--- src/rsm_pkg.sv ---
package rsm_pkg;

    // ****************************************************************
    // Register map
    // ****************************************************************
    localparam logic [9:0] RSM_REF_CTRL_ADDR = 10'h01C;
    localparam logic [7:0] RSM_REF_CTRL_RST  = 8'h00;

    // Field positions of reference_select_control
    localparam int RSM_BIT_DEGLITCH_OFF = 7;
    localparam int RSM_BIT_MANUAL_SEL   = 6;
    localparam int RSM_BIT_USE_PIN      = 5;
    localparam int RSM_BIT_AUTO_SWITCH  = 4;
    localparam int RSM_BIT_KEEP_SECOND  = 3;
    localparam int RSM_BIT_REF_TWO_PWR  = 2;
    localparam int RSM_BIT_REF_ONE_PWR  = 1;
    localparam int RSM_BIT_DIFF_MODE    = 0;

    // ****************************************************************
    // Monitor select codes (low four bits; bit 4 picks polarity except for codes 1-4, 9, A and F)
    // ****************************************************************
    localparam logic [3:0] RSM_MON_RAIL       = 4'h0;
    localparam logic [3:0] RSM_MON_REF_ONE    = 4'h1;
    localparam logic [3:0] RSM_MON_REF_TWO    = 4'h2;
    localparam logic [3:0] RSM_MON_SEL_CLK    = 4'h3;
    localparam logic [3:0] RSM_MON_UNSEL_CLK  = 4'h4;
    localparam logic [3:0] RSM_MON_SEL_GOOD   = 4'h5;
    localparam logic [3:0] RSM_MON_UNSEL_GOOD = 4'h6;
    localparam logic [3:0] RSM_MON_ONE_FREQ   = 4'h7;
    localparam logic [3:0] RSM_MON_TWO_FREQ   = 4'h8;
    localparam logic [3:0] RSM_MON_BOTH_FREQ  = 4'h9;
    localparam logic [3:0] RSM_MON_LOCK_ALL   = 4'hA;
    localparam logic [3:0] RSM_MON_OSC_FREQ   = 4'hB;
    localparam logic [3:0] RSM_MON_WHICH_REF  = 4'hC;
    localparam logic [3:0] RSM_MON_LOCK       = 4'hD;
    localparam logic [3:0] RSM_MON_HOLDOVER   = 4'hE;
    localparam logic [3:0] RSM_MON_RESERVED   = 4'hF;

    // ****************************************************************
    // Timing
    // ****************************************************************
    localparam int         RSM_CLK_PERIOD_NS    = 8;
    localparam int         RSM_DEGLITCH_TIME_NS = 32;
    localparam logic [3:0] RSM_DEGLITCH_CYCLES  =
        4'((RSM_DEGLITCH_TIME_NS + RSM_CLK_PERIOD_NS - 1) / RSM_CLK_PERIOD_NS);

    // Automatic switchover states
    typedef enum logic [0:0] {
        RSM_ON_FIRST  = 1'b0,
        RSM_ON_SECOND = 1'b1
    } rsm_auto_t;

endpackage

--- src/rsm_deglitch.sv ---
`timescale 1ns/1ps
module rsm_deglitch
    import rsm_pkg::*;
(
    input  wire logic core_clk,
    input  wire logic resetn,
    input  wire logic bypass,
    input  wire logic sel_req,
    output logic      sel_applied
);

    // ****************************************************************
    // Switch only after the request has stood still long enough
    // ****************************************************************
    logic [3:0] cnt_r;
    logic       sel_r;
    wire        differs  = sel_req != sel_r;
    wire        settled  = cnt_r >= RSM_DEGLITCH_CYCLES - 4'h1;

    always_ff @(posedge core_clk) begin
        if (!resetn) begin
            sel_r <= 1'b0;
            cnt_r <= 4'h0;
        end else if (!differs) begin
            cnt_r <= 4'h0;
        end else if (bypass || settled) begin
            sel_r <= sel_req;
            cnt_r <= 4'h0;
        end else begin
            cnt_r <= cnt_r + 4'h1;
        end
    end

    assign sel_applied = sel_r;

endmodule

--- src/rsm_top.sv ---
`timescale 1ns/1ps
// Contract
// - 10101 drives selected reference good, inverted
// - 10110 drives unselected good inverted; not differential
// - 10111/11000 drive inverted frequency-good of inputs
// - 11001 drives AND of both frequency-goods
// - 11010 drives lock AND selected AND oscillator
// - 11011 drives inverted oscillator frequency-good
// - 11100 low for second, high for first
// - 11101 lock low, 11110 holdover low, 11111 reserved
// - Top bit clear gives same signals active high
// - Bit 6 picks reference in manual register mode
// - Bit 5 picks register or pin selection
// - Auto switchover powers both inputs, ignores bits
// - Bit 3 clear reverts to first when good
// - Bits 2,1 power second and first inputs
// - Bit 0 picks single-ended or differential mode
module rsm_top
    import rsm_pkg::*;
(
    input  wire logic       core_clk,
    input  wire logic       resetn,
    input  wire logic [9:0] reg_addr,
    input  wire logic       reg_wr,
    input  wire logic [7:0] reg_wdata,
    output logic      [7:0] reg_rdata,
    input  wire logic [4:0] monitor_sel,
    input  wire logic       reference_input_one,
    input  wire logic       reference_input_two,
    input  wire logic       ref_one_good,
    input  wire logic       ref_two_good,
    input  wire logic       ref_one_freq_good,
    input  wire logic       ref_two_freq_good,
    input  wire logic       osc_freq_good,
    input  wire logic       digital_lock_flag,
    input  wire logic       holdover_active,
    input  wire logic       ref_choice_pin,
    output logic            monitor_pin,
    output logic            selected_ref,
    output logic            ref_one_power_on,
    output logic            ref_two_power_on,
    output logic            diff_mode
);

    // ****************************************************************
    // Control register
    // ****************************************************************
    logic [7:0] ctrl_r;
    wire        ctrl_hit = reg_addr == RSM_REF_CTRL_ADDR;

    always_ff @(posedge core_clk) begin
        if (!resetn) begin
            ctrl_r <= RSM_REF_CTRL_RST;
        end else if (reg_wr && ctrl_hit) begin
            ctrl_r <= reg_wdata;
        end
    end

    assign reg_rdata = ctrl_hit ? ctrl_r : 8'h00;

    wire deglitch_off = ctrl_r[RSM_BIT_DEGLITCH_OFF];
    wire manual_sel   = ctrl_r[RSM_BIT_MANUAL_SEL];
    wire use_pin      = ctrl_r[RSM_BIT_USE_PIN];
    wire auto_switch  = ctrl_r[RSM_BIT_AUTO_SWITCH];
    wire keep_second_reference = ctrl_r[RSM_BIT_KEEP_SECOND];
    wire diff_en      = ctrl_r[RSM_BIT_DIFF_MODE];

    // ****************************************************************
    // Reference choice
    // ****************************************************************
    // Manual choice: register bit or external pin
    wire manual_choice = use_pin ? ref_choice_pin : manual_sel;

    rsm_auto_t auto_r;
    rsm_auto_t auto_nxt;

    always_comb begin
        auto_nxt = auto_r;
        unique case (auto_r)
            RSM_ON_FIRST: begin
                if (!ref_one_good && ref_two_good) begin
                    auto_nxt = RSM_ON_SECOND;
                end
            end
            RSM_ON_SECOND: begin
                if (ref_one_good && !keep_second_reference) begin
                    auto_nxt = RSM_ON_FIRST;
                end
            end
        endcase
    end

    always_ff @(posedge core_clk) begin
        if (!resetn || !auto_switch) begin
            auto_r <= RSM_ON_FIRST;
        end else begin
            auto_r <= auto_nxt;
        end
    end

    // Differential mode runs only on the first input path
    wire sel_req = diff_en ? 1'b0 : (auto_switch ? (auto_r == RSM_ON_SECOND) : manual_choice);
    wire sel_now;

    rsm_deglitch u_deglitch (
        .core_clk    (core_clk),
        .resetn      (resetn),
        .bypass      (deglitch_off),
        .sel_req     (sel_req),
        .sel_applied (sel_now)
    );

    // ****************************************************************
    // Monitor multiplexer
    // ****************************************************************
    wire sel_good   = sel_now ? ref_two_good : ref_one_good;
    wire unsel_good = diff_en ? 1'b0 : (sel_now ? ref_one_good : ref_two_good);
    wire sel_clk    = sel_now ? reference_input_two : reference_input_one;
    wire unsel_clk  = diff_en ? 1'b0 : (sel_now ? reference_input_one : reference_input_two);

    // Status in active-high form for each code
    function automatic logic mon_status(input logic [3:0] code);
        logic s;
        s = 1'b0;
        unique case (code)
            RSM_MON_RAIL:       s = 1'b0;
            RSM_MON_REF_ONE:    s = reference_input_one;
            RSM_MON_REF_TWO:    s = diff_en ? 1'b0 : reference_input_two;
            RSM_MON_SEL_CLK:    s = sel_clk;
            RSM_MON_UNSEL_CLK:  s = unsel_clk;
            RSM_MON_SEL_GOOD:   s = sel_good;
            RSM_MON_UNSEL_GOOD: s = unsel_good;
            RSM_MON_ONE_FREQ:   s = ref_one_freq_good;
            RSM_MON_TWO_FREQ:   s = ref_two_freq_good;
            RSM_MON_BOTH_FREQ:  s = ref_one_freq_good & ref_two_freq_good;
            RSM_MON_LOCK_ALL:   s = digital_lock_flag & sel_good & osc_freq_good;
            RSM_MON_OSC_FREQ:   s = osc_freq_good;
            RSM_MON_WHICH_REF:  s = sel_now;
            RSM_MON_LOCK:       s = digital_lock_flag;
            RSM_MON_HOLDOVER:   s = holdover_active;
            RSM_MON_RESERVED:   s = 1'b0;
        endcase
        return s;
    endfunction

    // Codes whose level keeps its sense in the upper half
    function automatic logic mon_keeps_sense(input logic [3:0] code);
        return code == RSM_MON_REF_ONE || code == RSM_MON_REF_TWO || code == RSM_MON_SEL_CLK
            || code == RSM_MON_UNSEL_CLK || code == RSM_MON_BOTH_FREQ || code == RSM_MON_LOCK_ALL
            || code == RSM_MON_RESERVED;
    endfunction

    wire [3:0] mon_code   = monitor_sel[3:0];
    wire       mon_high   = monitor_sel[4];
    logic      mon_stat;
    wire       mon_rail   = mon_code == RSM_MON_RAIL;
    wire       mon_invert = mon_high && !mon_keeps_sense(mon_code);
    wire       mon_nxt    = mon_rail ? mon_high : (mon_invert ? ~mon_stat : mon_stat);

    // Procedural, so every status the function reads wakes it up
    always_comb begin
        mon_stat = mon_status(mon_code);
    end

    // ****************************************************************
    // Registered outputs
    // ****************************************************************
    always_ff @(posedge core_clk) begin
        if (!resetn) begin
            monitor_pin      <= 1'b0;
            selected_ref     <= 1'b0;
            ref_one_power_on <= 1'b0;
            ref_two_power_on <= 1'b0;
            diff_mode        <= 1'b0;
        end else begin
            monitor_pin      <= mon_nxt;
            selected_ref     <= sel_now;
            ref_one_power_on <= auto_switch | ctrl_r[RSM_BIT_REF_ONE_PWR];
            ref_two_power_on <= auto_switch | ctrl_r[RSM_BIT_REF_TWO_PWR];
            diff_mode        <= diff_en;
        end
    end

endmodule

--- config.mk ---
export PLATFORM = sky130hd
export DESIGN_NAME = rsm_top
export DESIGN_NICKNAME = d
export VERILOG_FILES = /design/src/rsm_pkg.sv /design/src/rsm_deglitch.sv /design/src/rsm_top.sv
export SDC_FILE = /design/constraint.sdc
export NUM_CORES = 1
export LEC_CHECK = 0
export ABC_AREA = 1
export BUFFER_PORTS_ARGS = -buffer_cell sky130_fd_sc_hd__buf_2
export CORE_MARGIN = 8
export CORE_UTILIZATION = 46
export CTS_CLUSTER_SIZE = 8
export DETAILED_ROUTE_END_ITERATION = 16
export PLACE_DENSITY = 0.84
export SLEW_MARGIN = 20
export SYNTH_ARGS = -nofsm -noshare
export SYNTH_HDL_FRONTEND = slang
export SYNTH_SLANG_ARGS = --single-unit
--- constraint.sdc ---
create_clock -name core_clk -period 1.7 [get_ports core_clk]
set_clock_uncertainty 0.05 [all_clocks]
set_input_delay 0.17 -clock core_clk [delete_from_list [all_inputs] [get_ports core_clk]]
set_output_delay 0.17 -clock core_clk [all_outputs]
set_load 0.02 [all_outputs]
After elaboration in Yosys (flattened, before gate mapping)
Index checks and enable logic that the tools add are counted.
{"block": "totals", "in_bits": 36, "latchBits": 0, "n_memories": 0, "regBits": 19, "out_inout_bits": 13, "romBits": 0, "ramBits": 0, "elab_cells": 75}
{"block": "op_classes", "div": 0, "n_mul": 0, "add_sub_neg": 1, "shifts": 0, "order_cmp": 1, "n_mux": 17, "eq_ne": 17, "bitwise": 9, "n_reduce_logical": 21}
{"operator": "4-bit equality test (second input constant)", "count": 8}
{"operator": "4-bit by 3-bit equality test with 1-bit output (second input constant)", "count": 4}
{"operator": "1-bit one-hot mux with 15 select lines", "count": 1}
{"operator": "1-bit 2-to-1 mux", "count": 14}
{"operator": "10-bit by 5-bit equality test with 1-bit output (second input constant)", "count": 1}
{"operator": "4-bit by 2-bit equality test with 1-bit output (second input constant)", "count": 2}
{"operator": "1-bit logical OR", "count": 8}
{"operator": "8-bit 2-to-1 mux", "count": 1}
{"operator": "1-bit logical NOT", "count": 5}
{"operator": "4-bit by 1-bit adder with 4-bit output (second input constant)", "count": 1}
{"operator": "4-bit by 1-bit equality test with 1-bit output (second input constant)", "count": 1}
{"operator": "4-bit by 2-bit >= comparator with 1-bit output (second input constant)", "count": 1}
{"operator": "1-bit logical AND", "count": 4}
{"operator": "4-bit logical NOT", "count": 1}
{"operator": "1-bit inverter", "count": 4}
{"operator": "1-bit AND", "count": 3}
{"operator": "3-bit OR reduction", "count": 1}
{"operator": "1-bit OR", "count": 2}
{"operator": "1-bit one-hot mux with 2 select lines", "count": 1}
{"operator": "2-bit AND reduction", "count": 1}
{"operator": "2-bit OR reduction", "count": 1}
{"operator": "1-bit != test", "count": 1}

Logic depth before layout (Yosys ltp)
{"block": "logic_depth", "word_depth": 11, "mapped_depth": 13, "depth_no_buf": 12}

By module
From an unflattened synthesis, not the netlist that was laid out.
{"block": "unflattened", "cells_unflattened": 171, "area_unflattened_um2": 1076.0}
{"module": "rsm_top", "n_inst": 1, "area_per_inst_um2": 887.1, "cells_per_inst": 149, "seq_area_each_um2": 280.3}
{"module": "rsm_deglitch", "n_inst": 1, "area_per_inst_um2": 188.9, "cells_per_inst": 22, "seq_area_each_um2": 100.1}

Worst setup path before layout
OpenSTA, ideal clock, no wires.
{"block": "synth_path", "path_type": "flip-flop to flip-flop", "startpoint": "register u_deglitch.sel_r, in the netlist u_deglitch.sel_applied", "endpoint": "register monitor_pin", "required_ns": 1.518, "synth_period_minus_slack_ns": 1.213, "t_arrival_ns": 1.031, "n_path_buf": 1, "path_stages_with_launch": 13, "path_slack_ns": 0.487, "setup_time_ns": 0.132, "path_cell_list": "dfxtp_1 > buf_6 > inv_4 > nand2_1 > nand2_1 > clkinv_1 > nor2_1 > nor2_1 > nand2_1 > nor2_2 > nand4_1 > nand2_1 > nor2_2"}
{"block": "synth_between", "elab_chain_cells": 7, "word_cells_on_any_way": 12, "classes_between": "mux: 9; bitwise: 3"}
{"element": "start: declaration", "line": "rsm_deglitch.sv:16", "source": "logic sel_r;"}
{"element": "start signal: assignment", "line": "rsm_deglitch.sv:27", "source": "sel_r <= sel_req;"}
{"element": "1-bit 2-to-1 mux", "line": "rsm_top.sv:116", "source": "wire sel_good = sel_now ? ref_two_good : ref_one_good;"}
{"element": "1-bit AND (2 in series)", "line": "rsm_top.sv:136", "source": "RSM_MON_LOCK_ALL: s = digital_lock_flag & sel_good & osc_freq_good;"}
{"element": "1-bit one-hot mux with 15 select lines (*)", "line": "rsm_top.sv:125", "source": "unique case (code)"}
{"element": "1-bit inverter", "line": "rsm_top.sv:158", "source": "wire mon_nxt = mon_rail ? mon_high : (mon_invert ? ~mon_stat : mon_stat);"}
{"element": "1-bit 2-to-1 mux (*) (2 in series)", "line": "rsm_top.sv:158"}
{"element": "end signal: assignment", "line": "rsm_top.sv:176", "source": "monitor_pin <= mon_nxt;"}
{"element": "end: declaration", "line": "rsm_top.sv:38", "source": "output logic monitor_pin,"}
Mark *: on every way between the ends. The rest lies on a longest branch, timed or not.
A chain may end at the register's enable or synchronous reset.

Worst setup path in the final report
Same ends and word-level chain as after synthesis.

==> flow_metrics.tcl <==
set metrics [dict create \
    power.internal_uw 597 \
    p_per_area_nw_per_um2 597 \
    clk_pin_slew_ns 0.11 \
    coreArea_sq_um 2210 \
    dieArea_sq_um 4160 \
    post_synth_num_cell_types 26 \
    arrival_ns 1.55 \
    dp_hpwl_mm 2.12 \
    switching_share_pct 26.7 \
    finalSetupViolations 0 \
    min_period_ns 1.42 \
    place.gp.congestion 0.856 \
    cap_violations 0 \
    power.static_leakage_uw 0.000697 \
    final_hold_viol_count 0 \
    initialDrtViolationCount 56 \
    ios 49 \
    ant_nets 0 \
    insertion_delay_ns 0.29 \
    slew_headroom_pct 62.7 \
    n_antenna_cell 0 \
    slowest_stage "dfxtp_1" \
    hold_path_class "in2reg" \
    first_pass_iters 4 \
    seqPwrFrac_pct 56.0 \
    p_clk_share_pct 27.9 \
    r2r_cells 11 \
    die_y_um 64.5 \
    placed_area_sq_um 1340 \
    worst_slew_pin_slew_ns 0.558 \
    path_max_fanout 9 \
    p_switching_uw 217 \
    syn_area_sq_um 1080 \
    fp-row-count 17 \
    clock_sink_count 19 \
    cts_tree "done" \
    start_util_pct 49.0 \
    overflow 0 \
    comb_power_share_pct 16.1 \
    fin_crit_sh_pct 83.6 \
    ys_warn_count 0 \
    crit_top_cell "nand2_1" \
    ys_seq_area_share_pct 35.1 \
    crit_path_max_incr_delay_ns 0.54 \
    status "complete, no violations" \
    postSynthCellCount 162 \
    yosys-top-cells-area "dfxtp_1, nor2_1, nand2_1" \
    vias 1166 \
    routed_wl_mm 2.57 \
    ir_worst_vdd_mv 0.412 \
    root_buffer "clkbuf_4" \
    drv_slew 0 \
    syn_area_per_cell_sq_um 6.69 \
    ys.flop_type "dfxtp_1" \
    crit_required_ns 1.83 \
    antenna_found_initial 0 \
    crit_chain "inv_4, nand2_1, nand2_1, clkinv_1, nor2_1, nor2_1, nand2_1, nor2_2, nand4_1, nand2_1, nor2_2" \
    drive_above_1_share_pct 34.0 \
    synthArstFlopShare_pct 0 \
    final_util_pct 61.7 \
    portBuffers 48 \
    start_kind "flip-flop" \
    cts.repair.resized 0 \
    yosysTopAreaCellShare_pct 35.1 \
    setup-tns-final_ns 0 \
    fmax_mhz 703 \
    route.detailed.drc 0 \
    crit_type "reg2reg" \
    synth_seq_cells 19 \
    cts_made_buffers 3 \
    yosysTopAreaCell "dfxtp_1" \
    clockBufferDepth 2 \
    path_buf_inv 2 \
    grt_max_degree 17 \
    cp_top_family "simple AND/OR/NAND/NOR gates" \
    grt_pass1_vias 1118 \
    hold_buffers 0 \
    yosysMostFrequentCell "nor2_1" \
    h-tree-depth 1 \
    routedWlPerCell_um 10.7 \
    area_growth_pct 25.9 \
    vias_per_cell 4.86 \
    rsz0062_at_grt "no" \
    holdPathStages 3 \
    synth-edff-count 0 \
    synthTopCellsByCount "nor2_1, nand2_1, inv_1, dfxtp_1, nand3_1" \
    track_usage_pct 12.8 \
    die_w_um 64.5 \
    critical_path_depth 11 \
    design_area_sq_um 1360 \
    end_kind "flip-flop" \
    final_nets 250 \
    grt_pass1_wl_mm 4.49 \
    cts_setup_buffers 0 \
]
==> power by group through the flow <==
stage               Clock (uW)  Sequential, uW  Combinational [uW]
floorplan                    0             469                68.7
global placement             0             466                 130
detailed placement           0             467                 131
CTS                        230             456                 131
global route               246             457                 150
finish                     227             456                 131
==> cell families (layout without fill, tap and decap cells) <==
family          count (synthesis)  after routing  synth area share (%)
xor+xnor                        1              1                 0.808
other cells                     1              2                 0.346
flops                          19             19                  35.1
fa+ha+maj                       1              1                  1.15
simple gates                   93             93                  37.2
buf+inv                        29             78                  11.7
compound gates                 18             18                  13.7
==> tightest hold or removal path: cells and delay by family <==
kind	cells	cell delay, ns
buf+inv	2	0.14
simple gates	1	0.05
==> stage by stage <==
stage | setup slack (ns) | total power (uW) | instances | hold WS (ns)
after detailed placement | 0.296 | 597 | 236 | 0.348
after global routing | 0.0369 | 853 | 240 | 0.0383
after global placement | 0.347 | 596 | 236 | 0.349
after floorplan | 0.487 | 537 | 163 | 0.218
final | 0.279 | 815 | 240 | 0.0390
after CTS | 0.279 | 817 | 240 | 0.0296
==> layout by cell type, fill, tap and decap left out, types with 4 or more instances in the layout <==
cell	count
a21oi_1	4
nand3_1	9
nand4_1	4
inv_1	20
o21ai_0	4
inv_2	4
nor2_2	6
nor2_1	35
nand2_1	34
dfxtp_1	19
a211oi_2	7
buf_2	48
==> flip-flops by register name, summed over array words and instances, names as in the netlist <==
register / cells
auto_r: 1
ref_two_power_on: 1
selected_ref: 1
diff_mode: 1
u_deglitch.cnt_r: 4
ctrl_r: 8
u_deglitch.sel_applied: 1
monitor_pin: 1
ref_one_power_on: 1
==> layer usage <==
| metal | track usage [%] | wire [um] | vias to the layer above |
|---|---|---|---|
| li1 | - | - | 606 |
| met1 | 14.2 | 1190 | 511 |
| met2 | 21.1 | 1120 | 44 |
| met3 | 5.67 | 235 | 5 |
| met4 | 4.90 | 29 | 0 |
| met5 | 0 | 0 | - |
==> path summary, 6_finish.rpt <==
check                          from                   to  slack [ns]
max reg2reg  u_deglitch.sel_applied          monitor_pin        0.28
max          u_deglitch.sel_applied          monitor_pin        0.28
min                          resetn         selected_ref        0.04
min reg2reg     u_deglitch.cnt_r[0]  u_deglitch.cnt_r[0]        0.38
==> area by class of cell <==
class | instances | area (sq um)
Clock buffer | 3 | 22.5
Sequential cell | 19 | 380
Fill cell | 220 | 848
Timing Repair Buffer | 48 | 240
Tap cell | 28 | 35.0
Multi-Input combinational cell | 115 | 581
Inverter | 26 | 100
Clock inverter | 1 | 5.00
Power figures use the tool's default switching activity.
